$ cat config.mk
export PLATFORM = sky130hd
export DESIGN_NAME = bpd_slave
export DESIGN_NICKNAME = d
export VERILOG_FILES = /design/src/core/bpd_pkg.sv /design/src/core/bpd_lanes.sv /design/src/core/bpd_bus_timer.sv /design/src/core/bpd_slave.sv
export VERILOG_INCLUDE_DIRS = /design/src /design/src/core
export SDC_FILE = /design/constraint.sdc
export NUM_CORES = 1
export LEC_CHECK = 0
export ABC_AREA = 1
export BUFFER_PORTS_ARGS = -buffer_cell sky130_fd_sc_hd__buf_2
export CAP_MARGIN = 40
export CORE_AREA = 5 5 178 180
export DETAILED_ROUTE_END_ITERATION = 16
export DIE_AREA = 0 0 183 185
export PLACE_DENSITY = 0.67
export RECOVER_POWER = 50
export SYNTH_ARGS = -nofsm -noshare
export SYNTH_HDL_FRONTEND = slang
export SYNTH_HIERARCHICAL = 1
export SYNTH_SLANG_ARGS = --single-unit
$ cat constraint.sdc
create_clock -name core_clk -period 6.3 [get_ports core_clk]
set_clock_uncertainty 0.15 [all_clocks]
set_input_delay 0.63 -clock core_clk [delete_from_list [all_inputs] [get_ports core_clk]]
set_output_delay 0.63 -clock core_clk [all_outputs]
set_load 0.02 [all_outputs]
$ cat src/core/bpd_cfg.svh
// Constants of the backplane data transfer slave
`ifndef BPD_CFG_SVH
`define BPD_CFG_SVH

// ------------------------------------------------
// Clock and bus timer
// ------------------------------------------------
`define BPD_CLK_NS 50
`define BPD_BT_TIME_NS 64000
`define BPD_BT_CYCLES ((`BPD_BT_TIME_NS) / (`BPD_CLK_NS))
`define BPD_BT_MIN 2

// ------------------------------------------------
// Address spaces and block limit
// ------------------------------------------------
`define BPD_MASK_A16 32'h0000FFFE
`define BPD_MASK_A24 32'h00FFFFFE
`define BPD_MASK_A32 32'hFFFFFFFE
`define BPD_BLOCK_MAX 9'h100

// ------------------------------------------------
// Beat sizes and reset values
// ------------------------------------------------
`define BPD_BEAT1 3'h1
`define BPD_BEAT2 3'h2
`define BPD_BEAT4 3'h4
`define BPD_WORD_RST 32'h00000000
`define BPD_LANE_RST 4'h0

`endif

$ cat src/core/bpd_pkg.sv
// Types of the backplane data transfer slave
package bpd_pkg;

   typedef enum logic [1:0] {SPACE_A16, SPACE_A24, SPACE_A32} bpd_space_type;

   typedef enum logic [1:0] {PORT_D08O, PORT_D08EO, PORT_D16, PORT_D32} bpd_port_type;

   typedef enum logic [2:0] {ST_IDLE, ST_IGNORE, ST_ADDR, ST_MEM, ST_ACK} bpd_state_type;

endpackage

$ cat src/core/bpd_lanes.sv
// Byte lane steering between the backplane and a right-justified word
`include "bpd_cfg.svh"
module bpd_lanes
(
   input wire logic ds0_n,
   input wire logic ds1_n,
   input wire logic lword_n,
   input wire logic a01,
   input wire bpd_pkg::bpd_port_type port,
   input wire logic [31:0] rd_word,
   input wire logic [31:0] bus_din,
   output logic legal,
   output logic [2:0] size,
   output logic [1:0] off,
   output logic [3:0] lane_oe,
   output logic [31:0] rd_lanes,
   output logic [31:0] wr_word
);
   import bpd_pkg::*;

   // ------------------------------------------------
   // Beat shape
   // ------------------------------------------------
   wire logic odd_b = !ds0_n && ds1_n && lword_n;
   wire logic even_b = ds0_n && !ds1_n && lword_n;
   wire logic dbl = !ds0_n && !ds1_n && lword_n;
   wire logic quad = !ds0_n && !ds1_n && !lword_n && !a01;
   wire logic wide16 = port == PORT_D16 || port == PORT_D32;

   assign legal = odd_b
      || (even_b && port != PORT_D08O)
      || (dbl && wide16)
      || (quad && port == PORT_D32);
   assign size = quad ? `BPD_BEAT4 : (dbl ? `BPD_BEAT2 : `BPD_BEAT1);
   assign off = {a01, odd_b};

   // ------------------------------------------------
   // Lane selection
   // ------------------------------------------------
   assign lane_oe = quad ? 4'hF : (dbl ? 4'h3 : (even_b ? 4'h2 : (odd_b ? 4'h1 : 4'h0)));
   assign rd_lanes = quad ? rd_word :
      dbl ? {16'h0000, rd_word[15:0]} :
      even_b ? {16'h0000, rd_word[7:0], 8'h00} :
      {24'h000000, rd_word[7:0]};
   assign wr_word = quad ? bus_din :
      dbl ? {16'h0000, bus_din[15:0]} :
      even_b ? {24'h000000, bus_din[15:8]} :
      {24'h000000, bus_din[7:0]};

endmodule // bpd_lanes

$ cat src/core/bpd_bus_timer.sv
// Bus timer that ends stalled transfers with a bus error
`include "bpd_cfg.svh"
module bpd_bus_timer
#(
   parameter int TIMEOUT_CYC = `BPD_BT_CYCLES
)
(
   input wire logic core_clk,
   input wire logic rst,
   input wire logic timer_en,
   input wire logic ds_act,
   input wire logic dtack_n_i,
   output logic berr_oe,
   output logic timeout
);
   import bpd_pkg::*;

   localparam int CW = $clog2(TIMEOUT_CYC + 1);

   if (TIMEOUT_CYC < `BPD_BT_MIN)
   begin : g_bad
      $error("bus timer timeout too short");
   end

   logic [CW-1:0] count;
   logic fired;

   // ------------------------------------------------
   // Transfer duration
   // ------------------------------------------------
   wire logic waiting = timer_en && ds_act && dtack_n_i && !fired;
   wire logic expire = waiting && count == CW'(TIMEOUT_CYC - 1);

   always_ff @(posedge core_clk or posedge rst)
   begin
      if (rst)
         count <= '0;
      else if (!ds_act)
         count <= '0;
      else if (waiting)
         count <= count + 1'b1;
   end

   always_ff @(posedge core_clk or posedge rst)
   begin
      if (rst)
         fired <= 1'b0;
      else if (!ds_act)
         fired <= 1'b0;
      else if (expire)
         fired <= 1'b1;
   end

   assign berr_oe = fired;
   assign timeout = expire;

endmodule // bpd_bus_timer

$ cat src/core/bpd_slave.sv
// Backplane data transfer slave with single, block and address-only cycles
//
// What this block does
// - A16, A24 and A32 decoding compares address bits up to 15, 23 or 31.
// - An address-only cycle is never acknowledged and ends when the address strobe is released.
// - A block moves 1 to 256 bytes inside one address strobe.
// - Each block beat moves 1, 2 or 4 bytes until the block is done.
// - A block read latches one address and modifier and steps up after each beat.
// - A block write stores each beat at the next higher address.
// - A bus timer measures every transfer and ends one that takes too long.
// - An odd-byte-only slave uses the low lane D00-D07 alone.
// - A two-lane byte slave moves a byte on D00-D07 or D08-D15.
// - A 16-bit slave moves 16-bit items on D00-D15 at once.
// - A 32-bit slave moves 32-bit items on D00-D31 at once.
// - Six modifier bits travel with the address and steer the decode.
`include "bpd_cfg.svh"
module bpd_slave
#(
   parameter int TIMEOUT_CYC = `BPD_BT_CYCLES
)
(
   input wire logic core_clk,
   input wire logic rst,
   input wire logic as_n,
   input wire logic ds0_n,
   input wire logic ds1_n,
   input wire logic lword_n,
   input wire logic write_n,
   input wire logic [31:1] addr,
   input wire logic [5:0] am,
   input wire logic [31:0] data_i,
   output logic [31:0] data_o,
   output logic [3:0] data_oe,
   input wire logic dtack_n_i,
   output logic dtack_n_o,
   output logic dtack_oe,
   input wire logic berr_n_i,
   output logic berr_n_o,
   output logic berr_oe,
   input wire logic timer_en,
   input wire bpd_pkg::bpd_space_type cfg_space,
   input wire bpd_pkg::bpd_port_type cfg_port,
   input wire logic [31:0] cfg_base,
   input wire logic [31:0] cfg_mask,
   input wire logic [5:0] cfg_am_single,
   input wire logic [5:0] cfg_am_block,
   output logic mem_req,
   output logic mem_we,
   output logic [31:0] mem_addr,
   output logic [2:0] mem_size,
   output logic [31:0] mem_wdata,
   input wire logic [31:0] mem_rdata,
   input wire logic mem_ack,
   output logic selected,
   output logic bus_timeout
);
   import bpd_pkg::*;

   // ------------------------------------------------
   // Decode helpers
   // ------------------------------------------------
   function automatic logic [31:0] space_mask(input bpd_space_type sp);
      case (sp)
         SPACE_A16: space_mask = `BPD_MASK_A16;
         SPACE_A24: space_mask = `BPD_MASK_A24;
         SPACE_A32: space_mask = `BPD_MASK_A32;
         default: space_mask = `BPD_MASK_A16;
      endcase
   endfunction

   bpd_state_type state;
   bpd_state_type next_state;
   logic as_prev;
   logic blk;
   logic [31:0] cur_addr;
   logic [8:0] bytes_done;

   wire logic [31:0] smask = space_mask(cfg_space);
   wire logic [31:0] bus_addr = {addr, 1'b0} & smask;
   wire logic as_fall = !as_n && as_prev;
   wire logic am_single = am == cfg_am_single;
   wire logic am_block = am == cfg_am_block;
   wire logic addr_hit = ((bus_addr ^ cfg_base) & cfg_mask & smask) == 32'h00000000;
   wire logic hit = addr_hit && (am_single || am_block);
   wire logic ds_act = !ds0_n || !ds1_n;
   wire logic ds_idle = ds0_n && ds1_n;
   wire logic berr_seen = !berr_n_i;

   // ------------------------------------------------
   // State decode
   // ------------------------------------------------
   wire logic in_idle = state == ST_IDLE;
   wire logic in_addr = state == ST_ADDR;
   wire logic in_mem = state == ST_MEM;
   wire logic in_ack = state == ST_ACK;

   // ------------------------------------------------
   // Parameter checks
   // ------------------------------------------------
   if (TIMEOUT_CYC < `BPD_BT_MIN)
   begin : g_bad_timeout
      $error("timeout below the timer minimum");
   end

   // ------------------------------------------------
   // Lane steering
   // ------------------------------------------------
   logic legal;
   logic [2:0] size;
   logic [1:0] off;
   logic [3:0] lane_oe;
   logic [31:0] rd_lanes;
   logic [31:0] wr_word;

   bpd_lanes u_lanes
   (
      .ds0_n(ds0_n),
      .ds1_n(ds1_n),
      .lword_n(lword_n),
      .a01(cur_addr[1]),
      .port(cfg_port),
      .rd_word(mem_rdata),
      .bus_din(data_i),
      .legal(legal),
      .size(size),
      .off(off),
      .lane_oe(lane_oe),
      .rd_lanes(rd_lanes),
      .wr_word(wr_word)
   );

   // ------------------------------------------------
   // Bus timer
   // ------------------------------------------------
   bpd_bus_timer #(.TIMEOUT_CYC(TIMEOUT_CYC)) u_timer
   (
      .core_clk(core_clk),
      .rst(rst),
      .timer_en(timer_en),
      .ds_act(ds_act),
      .dtack_n_i(dtack_n_i),
      .berr_oe(berr_oe),
      .timeout(bus_timeout)
   );

   assign berr_n_o = 1'b0;

   // ------------------------------------------------
   // Beat address and block accounting
   // ------------------------------------------------
   wire logic [31:0] beat_addr = blk ? cur_addr : {cur_addr[31:2], off};
   wire logic [9:0] bytes_after = {1'b0, bytes_done} + {7'h00, size};
   wire logic over = blk && (bytes_after > {1'b0, `BPD_BLOCK_MAX});
   wire logic [31:0] step_mask = smask | 32'h00000001;
   wire logic [31:0] step_sum = cur_addr + {29'h00000000, size};
   wire logic [31:0] step_addr = step_sum & step_mask;
   wire logic beat_ok = legal && !over && !berr_seen;

   // ------------------------------------------------
   // Cycle sequencing
   // ------------------------------------------------
   always_comb
   begin
      next_state = state;
      case (state)
         ST_IDLE:
         begin
            if (as_fall)
               next_state = hit ? ST_ADDR : ST_IGNORE;
         end
         ST_IGNORE:
         begin
            if (as_n)
               next_state = ST_IDLE;
         end
         ST_ADDR:
         begin
            if (as_n)
               next_state = ST_IDLE;
            else if (ds_act)
               next_state = beat_ok ? ST_MEM : ST_IGNORE;
         end
         ST_MEM:
         begin
            if (berr_seen)
               next_state = ST_IGNORE;
            else if (mem_ack)
               next_state = ST_ACK;
         end
         ST_ACK:
         begin
            if (ds_idle)
               next_state = ST_ADDR;
         end
         default: next_state = ST_IDLE;
      endcase
   end

   always_ff @(posedge core_clk or posedge rst)
   begin
      if (rst)
         state <= ST_IDLE;
      else
         state <= next_state;
   end

   always_ff @(posedge core_clk or posedge rst)
   begin
      if (rst)
         as_prev <= 1'b1;
      else
         as_prev <= as_n;
   end

   // ------------------------------------------------
   // Latched address, modifier and block count
   // ------------------------------------------------
   wire logic take_addr = in_idle && as_fall && hit;
   wire logic beat_done = in_mem && mem_ack && !berr_seen;

   always_ff @(posedge core_clk or posedge rst)
   begin
      if (rst)
      begin
         blk <= 1'b0;
         cur_addr <= `BPD_WORD_RST;
      end
      else if (take_addr)
      begin
         blk <= am_block;
         cur_addr <= bus_addr;
      end
      else if (beat_done && blk)
         cur_addr <= step_addr;
   end

   always_ff @(posedge core_clk or posedge rst)
   begin
      if (rst)
         bytes_done <= 9'h000;
      else if (take_addr)
         bytes_done <= 9'h000;
      else if (beat_done)
         bytes_done <= bytes_after[8:0];
   end

   // ------------------------------------------------
   // Local memory request
   // ------------------------------------------------
   wire logic start_beat = in_addr && !as_n && ds_act && beat_ok;

   always_ff @(posedge core_clk or posedge rst)
   begin
      if (rst)
      begin
         mem_we <= 1'b0;
         mem_addr <= `BPD_WORD_RST;
         mem_size <= `BPD_BEAT1;
         mem_wdata <= `BPD_WORD_RST;
      end
      else if (start_beat)
      begin
         mem_we <= !write_n;
         mem_addr <= beat_addr;
         mem_size <= size;
         mem_wdata <= wr_word;
      end
   end

   assign mem_req = in_mem;

   // ------------------------------------------------
   // Read data onto the lanes
   // ------------------------------------------------
   always_ff @(posedge core_clk or posedge rst)
   begin
      if (rst)
      begin
         data_o <= `BPD_WORD_RST;
         data_oe <= `BPD_LANE_RST;
      end
      else if (beat_done)
      begin
         data_o <= rd_lanes;
         data_oe <= mem_we ? `BPD_LANE_RST : lane_oe;
      end
      else if (!in_ack || ds_idle)
         data_oe <= `BPD_LANE_RST;
   end

   // ------------------------------------------------
   // Acknowledge and status
   // ------------------------------------------------
   assign dtack_n_o = 1'b0;
   assign dtack_oe = in_ack;
   assign selected = in_addr || in_mem || in_ack;

endmodule // bpd_slave

==> results of run 1 <==
==> metal layers <==
metal,routed length (microns),share of wire (%),GRT usage [%],vias to the layer above
met5,7,0.023,0,-
met4,606,2.0,5.30,2
met3,2270,7.4,3.89,31
met2,14000,45,29.1,344
met1,14000,45,23.4,4591
li1,-,-,-,5215
==> flip-flops by register name, summed over array words and instances (netlist names), 3 cells and up <==
signal         cells
cur_addr          32
data_o            32
mem_addr          32
mem_wdata         32
u_timer/count     11
bytes_done         9
data_oe            4
mem_size           3
state              3
==> logic make-up after synthesis <==
family                   count (synthesis)  synth area share (%)
AND/OR/NAND/NOR                        968                  40.0
buffers and inverters                  272                  11.7
flip-flops                             162                  39.6
AO/OA/AOI/OAI                           73                  4.26
XOR/XNOR                                37                  3.16
adder cells (fa/ha/maj)                 10                  1.37
other                                    1                0.0366
==> layout by cell type (no fill, tap or decap), types with 3 or more instances in the layout <==
cell       netlist  layout
a21oi_1          8       8
xnor2_1          9       9
clkbuf_1        16      56
dfrtp_1        160     160
ha_1             8       8
nand2_1        611     611
nand3_1         92      92
inv_2            7       7
nor3_1          21      21
nand3b_1         5       5
nor2_2           6       6
o21ai_1          5       5
o21ai_2         11      11
nand2_2          9       9
xor2_1          28      28
buf_2           16     245
clkinv_4         1       3
nor2_1         153     153
o21bai_1         6       6
clkbuf_16        0      17
nor3b_2          3       3
buf_4           11       4
inv_8            0       6
or2_2            3       3
inv_6            0       4
inv_1          204     203
o21ai_0         38      38
nand4_1         50      50
nor2_4           4       4
==> critical path: stages <==
cell        delay [ps]
clkbuf_1            90
clkinvlp_2        2080
clkbuf_1           350
clkbuf_2          1200
==> cell type report <==
class | instances | area share, %
Multi-Input combinational cell | 1090 | 40.3
Sequential cell | 162 | 32.6
Timing Repair Buffer | 306 | 11.9
Inverter | 213 | 6.48
Tap cell | 396 | 3.99
Clock buffer | 19 | 3.56
Clock inverter | 13 | 1.10
==> synth_stat cells, types with 2 or more instances <==
cell type and n:
nor3b_2 3, inv_1 204, clkbuf_1 16, buf_4 11
ha_1 8, o21ai_2 11, dfrtp_1 160, nand2_4 2
nand2_1 611, nand4_1 50, or2_2 3, buf_6 13
nor2_2 6, o21bai_1 6, xnor2_1 9, nand2_2 9
o21ai_0 38, buf_1 2, fa_1 2, dfstp_2 2
buf_2 16, nand3b_1 5, o21ai_1 5, inv_2 7
nand3_1 92, xor2_1 28, a21oi_1 8, nor3_1 21
nor2_1 153, nor2_4 4
==> report_power, final <==
part | switching [mW] | internal, mW | leakage (nW)
clock | 0.479 | 0.541 | 0.287
combinational | 0.245 | 0.135 | 4.72
sequential | 0.0316 | 1.08 | 2.23
total | 0.756 | 1.76 | 7.23
==> through the flow <==
stage	util (%)	hold slack, ps	cells	setup slack (ps)	power (mW)
after floorplan	-	318	1524	1490	1.37
after global placement	39.7	304	2165	1990	1.50
after detailed placement	39.8	309	2167	1950	1.52
after CTS	41.7	91.9	2199	2230	2.55
after global routing	41.4	92.7	2199	964	2.64
final	41.4	56.5	2199	1920	2.51
==> worst paths after layout <==
| path | slack (ps) | depth (start not counted) | startpoint | endpoint |
|---|---|---|---|---|
| min in group core_clk | 230 | 1 | as_n | as_prev$_DFF_PP1_ |
| min | 60 | 2 | rst | u_timer/count[0]$_DFFE_PP0P_ |
| max in group core_clk | 2000 | 11 | state[2]$_DFFE_PP0P_ | cur_addr[26]$_DFFE_PP0P_ |
| min reg2reg | 320 | 2 | mem_addr[11]$_DFFE_PP0P_ | mem_addr[11]$_DFFE_PP0P_ |
| max | 1920 | 4 | rst | data_o[30]$_DFFE_PP0P_ |
| max reg2reg | 2000 | 11 | state[2]$_DFFE_PP0P_ | cur_addr[26]$_DFFE_PP0P_ |
==> flow_summary.json, run 1 <==
{
  "start_util_pct": 34.2,
  "nets": 1992,
  "yosys.area.top_type": "dfrtp_1",
  "clk_latency_ps": 420,
  "die_x_microns": 183,
  "portBuffers": 298,
  "synth_edf_count": 0,
  "grt_max_degree": 85,
  "netlist_area_sq_um": 10300,
  "die_h_microns": 185,
  "cts.repair.resized": 0,
  "critPathArrivalTime_ps": 4480,
  "run_status": "finished, violations left",
  "dp_hpwl_microns": 23700,
  "crit_path_start_kind": "input pin",
  "setup_violations": 0,
  "syn_avg_cell_area_sq_um": 6.73,
  "setup.worst_path.end_class": "asynchronous set/reset pin",
  "synth.area.top_cells": "dfrtp_1, nand2_1, inv_1",
  "failed_checks": "max-capacitance violations, max-slew violations",
  "core_sq_um": 30000,
  "drv_slew": 200,
  "crit_fanout": 84,
  "drcViolationCount": 0,
  "synth.distinct_cells": 48,
  "finalHoldViolCount": 0,
  "power.density_nw_per_um2": 202,
  "die-area_sq_um": 33900,
  "grt_pass1_vias": 9716,
  "synthDominantCellAreaShare_pct": 39.0,
  "dr.pass1.iters": 5,
  "numCtsBuffers": 17,
  "fin_setup_tns_ps": 0,
  "cts.sinks": 162,
  "antenna_cells": 0,
  "yosys_warnings": 6,
  "seq_area_sq_um": 4060,
  "num_vias": 10183,
  "area_growth_pct": 21.2,
  "postCtsHoldBufs": 0,
  "stdcell_area_sq_um": 12400,
  "max-vdd-ir-drop_v": 0.000169,
  "postRouteAntennaNets": 0,
  "placed_area_sq_um": 12000,
  "synthCells": 1523,
  "required_ps": 6400,
  "root_buffer": "clkbuf_16",
  "drt_wl_total_microns": 30800,
  "ctsLongestPathBuffers": 2,
  "antenna_found_initial": 1,
  "overflow": 0,
  "ys.flop_type": "dfrtp_1",
  "grt_first_pass_wirelength_microns": 48800,
  "path_class": "in2async",
  "drt_iter0_markers": 523,
  "fmax_mhz": 228,
  "ioPinCount": 303,
  "rsz0062_at_grt": "no",
  "grt_use_total_pct": 17.7,
  "fillCellCount": 3179,
  "slew-limit-headroom_pct": -156,
  "cts_setup_buffers": 0,
  "worstMarginPinSlew_ps": 3810,
  "cts_tree": "built",
  "hp-class": "in2async",
  "wl_per_cell_microns": 14.0,
  "ys_seq_area_share_pct": 39.6,
  "period_share_pct": 69.5,
  "gp_congestion": 0.931,
  "synth-seq-cells": 162,
  "drive_above_1_share_pct": 18.7,
  "clk_pin_slew_worst_paths_ps": 70,
  "htree_levels": 4,
  "rows": 64,
  "max_cap_viol_count": 3,
  "fin_crit_ps": 4380,
  "postSynth.asyncResetShare_pct": 100,
  "viasPerCell": 4.63,
  "multiInputGateArea_sq_um": 5010,
  "p_leak_nw": 7.23
}
Note: power is estimated with default switching activity, not from simulation.
==> inputs of run 2 (changes only) <==
ABC_AREA = 0   (was 1)
CORE_AREA = 5 5 166 168   (was 5 5 178 180)
DIE_AREA = 0 0 171 173   (was 0 0 183 185)
PLACE_DENSITY = 0.69   (was 0.67)
clock period = 4.6 ns   (was 6.3 ns; I/O delays follow)
==> run 2 against run 1 <==
Effect of this change:
- global-route usage down 0.24 points
- clock power up 42%
- hold slack better by 5.1 ps
- register-to-register slack worse by 1400 ps
- core utilization up 1.9 points
- synthesized cell count down 40%
- sequential share of layout area up 3.7 points
- the flow still finishes with violations (max-capacitance violations, max-slew violations)
- wire length down 14%
- critical endpoint is now mem_addr[26]$_DFFE_PP0P_
- die area down 13%
- via count down 25%
- critical path depth up 8
- area after synthesis down 13%
==> flow_summary.json, run 2 <==
{
  "slew-limit-headroom_pct": -28.8,
  "final_cells": 1539,
  "holdPathEnd": "as_prev$_DFF_PP1_",
  "cts_setup_buffers": 0,
  "fmax_mhz": 250,
  "crit_fanout": 26,
  "numCtsBuffers": 17,
  "gp_congestion": 0.887,
  "rsz0062_at_grt": "no",
  "max_cap_viol_count": 1,
  "nets": 1391,
  "area_growth_pct": 24.5,
  "rrSetupSlack_ps": 600,
  "cts_tree": "built",
  "dr.pass1.iters": 4,
  "critPathArrivalTime_ps": 4150,
  "wl_per_cell_microns": 17.1,
  "synth.distinct_cells": 74,
  "ys_seq_area_share_pct": 45.3,
  "cts.repair.resized": 0,
  "syn_avg_cell_area_sq_um": 9.87,
  "fin_crit_ps": 4000,
  "path_class": "reg2reg",
  "root_buffer": "clkbuf_16",
  "multiInputGateArea_sq_um": 4520,
  "total_power_mw": 3.25,
  "hold_depth": 1,
  "postCtsHoldBufs": 1,
  "core_sq_um": 25800,
  "stdcell_area_sq_um": 11200,
  "setup.worst_path.end_class": "flip-flop",
  "setup_violations": 0,
  "power.density_nw_per_um2": 291,
  "run_status": "finished, violations left",
  "num_vias": 7682,
  "cp_slowest_cell": "a2111oi_4",
  "crit_path_start_kind": "flip-flop",
  "placed_area_sq_um": 10700,
  "seq_area_sq_um": 4060,
  "fin_setup_tns_ps": 0,
  "hp-class": "in2reg",
  "cts.sinks": 162,
  "overflow": 0,
  "reg2reg_depth": 12,
  "netSwitchingFraction_pct": 26.9,
  "rows": 59,
  "p_comb_share_pct": 10.3,
  "ctsLongestPathBuffers": 2,
  "failed_checks": "max-capacitance violations, max-slew violations",
  "dp_hpwl_microns": 19900,
  "grt_max_degree": 140,
  "portBuffers": 298,
  "synth_most_common_cell": "dfrtp_1",
  "dpl.cell_count": 1504,
  "finalHoldViolCount": 0,
  "hold_start": "as_n",
  "critPathMaxStageDelay_ps": 440,
  "clk_pin_slew_worst_paths_ps": 70,
  "clock_power_share_pct": 44.5,
  "htree_levels": 4,
  "grt_pass1_vias": 7988,
  "rr_endpoint": "mem_addr[26]$_DFFE_PP0P_",
  "max-vdd-ir-drop_v": 0.000203,
  "ys.flop_type": "dfrtp_1",
  "worstMarginPinSlew_ps": 1930,
  "drcViolationCount": 0,
  "postLayoutCoreUtil_pct": 43.3,
  "rr_startpoint": "cur_addr[1]$_DFFE_PP0P_",
  "ioPinCount": 303,
  "yosys_warnings": 6,
  "p_seq_share_pct": 45.2,
  "final_cell_mix": "buf_2, dfrtp_1, nand2_1",
  "synth_edf_count": 0,
  "p_leak_nw": 5.49,
  "drt_iter0_markers": 525,
  "grt_use_total_pct": 17.4,
  "synth_commonest_cells": "dfrtp_1, nand2_1, mux2_2",
  "synth.area.top_cells": "dfrtp_1, mux2_2, nand2_1",
  "synthDominantCellAreaShare_pct": 44.7,
  "die_h_microns": 173,
  "netlist_area_sq_um": 8960,
  "p_int_mw": 2.37,
  "drt_wl_total_microns": 26400,
  "required_ps": 4750,
  "synth-seq-cells": 162,
  "hold_ws_ps": 61.6,
  "post-place-ws_ps": 274,
  "grt_first_pass_wirelength_microns": 41800,
  "setup_ws_ps": 598,
  "clk_latency_ps": 420,
  "start_util_pct": 34.8,
  "crit_chain": "nand2b_1 -> nor3b_2 -> inv_1 -> ha_1 -> fa_1 -> a21o_1 -> a211oi_1 -> o211ai_2 -> a2111oi_4 -> o211ai_4 -> buf_12 -> mux2_1",
  "viasPerCell": 4.99,
  "final_common_cell": "buf_2",
  "fillCellCount": 2568,
  "postSynth.asyncResetShare_pct": 100,
  "antenna_found_initial": 3,
  "synthCells": 908,
  "drv_slew": 140,
  "drive_above_1_share_pct": 26.7,
  "period_share_pct": 87.0,
  "die-area_sq_um": 29600,
  "postRouteAntennaNets": 0,
  "p_sw_mw": 0.873,
  "yosys.area.top_type": "dfrtp_1",
  "die_x_microns": 171
}
[run 2: cells by family (layout without fill, tap and decap cells)]
group / count (synthesis) / in the layout / synth area share [%]
xor+xnor: 62 / 62 / 6.06
buf+inv: 70 / 363 / 4.22
mux: 84 / 84 / 10.5
simple gates: 388 / 388 / 21.8
compound gates: 131 / 131 / 10.5
other cells: 1 / 4 / 0.0419
fa+ha+maj: 10 / 10 / 1.56
flops: 162 / 162 / 45.3
[run 2: layout make-up]
cell class                      count  share of cell area, %
Antenna cell                        2                 0.0449
Tap cell                          335                   3.76
Multi-Input combinational cell    677                   40.6
Clock buffer                       17                   3.81
Clock inverter                     15                   1.50
Inverter                           19                  0.651
Timing Repair Buffer              312                   13.3
Sequential cell                   162                   36.4
[run 2: power by group through the flow]
stage          Clock (mW)  Sequential, mW  Combinational, mW
2_1_floorplan           0            1.49              0.192
3_3_place_gp            0            1.49              0.334
3_5_place_dp            0            1.49              0.342
4_1_cts              1.49            1.47              0.344
5_1_grt              1.55            1.47              0.373
6_report             1.45            1.47              0.333
[run 2: critical path: cells and delay by family (launching register included)]
family	cells	cell delay (ps)
AO/OA/AOI/OAI	5	1420
adder cells (fa/ha/maj)	2	640
AND/OR/NAND/NOR	2	510
buffers and inverters	2	430
flip-flops	1	380
multiplexers	1	330
[run 2: layer usage]
metal  wire length, microns  vias to the layer above  track usage, %
met3                   2070                       25            4.41
met2                  12800                      269            30.0
li1                       -                     3712               -
met1                  11100                     3674            21.7
met4                    383                        2            4.69
met5                      7                        -               0
[run 2: worst max-delay path by stage]
stage	slack, ps	end	startpoint	cells after the start
2_1_floorplan	920	mem_addr[21]$_DFFE_PP0P_	lword_n	13
3_3_place_gp	400	mem_addr[27]$_DFFE_PP0P_	lword_n	13
3_5_place_dp	270	mem_addr[27]$_DFFE_PP0P_	lword_n	13
4_1_cts	600	mem_addr[28]$_DFFE_PP0P_	cur_addr[1]$_DFFE_PP0P_	12
5_1_grt	340	mem_addr[24]$_DFFE_PP0P_	cur_addr[1]$_DFFE_PP0P_	12
6_report	600	mem_addr[26]$_DFFE_PP0P_	cur_addr[1]$_DFFE_PP0P_	12
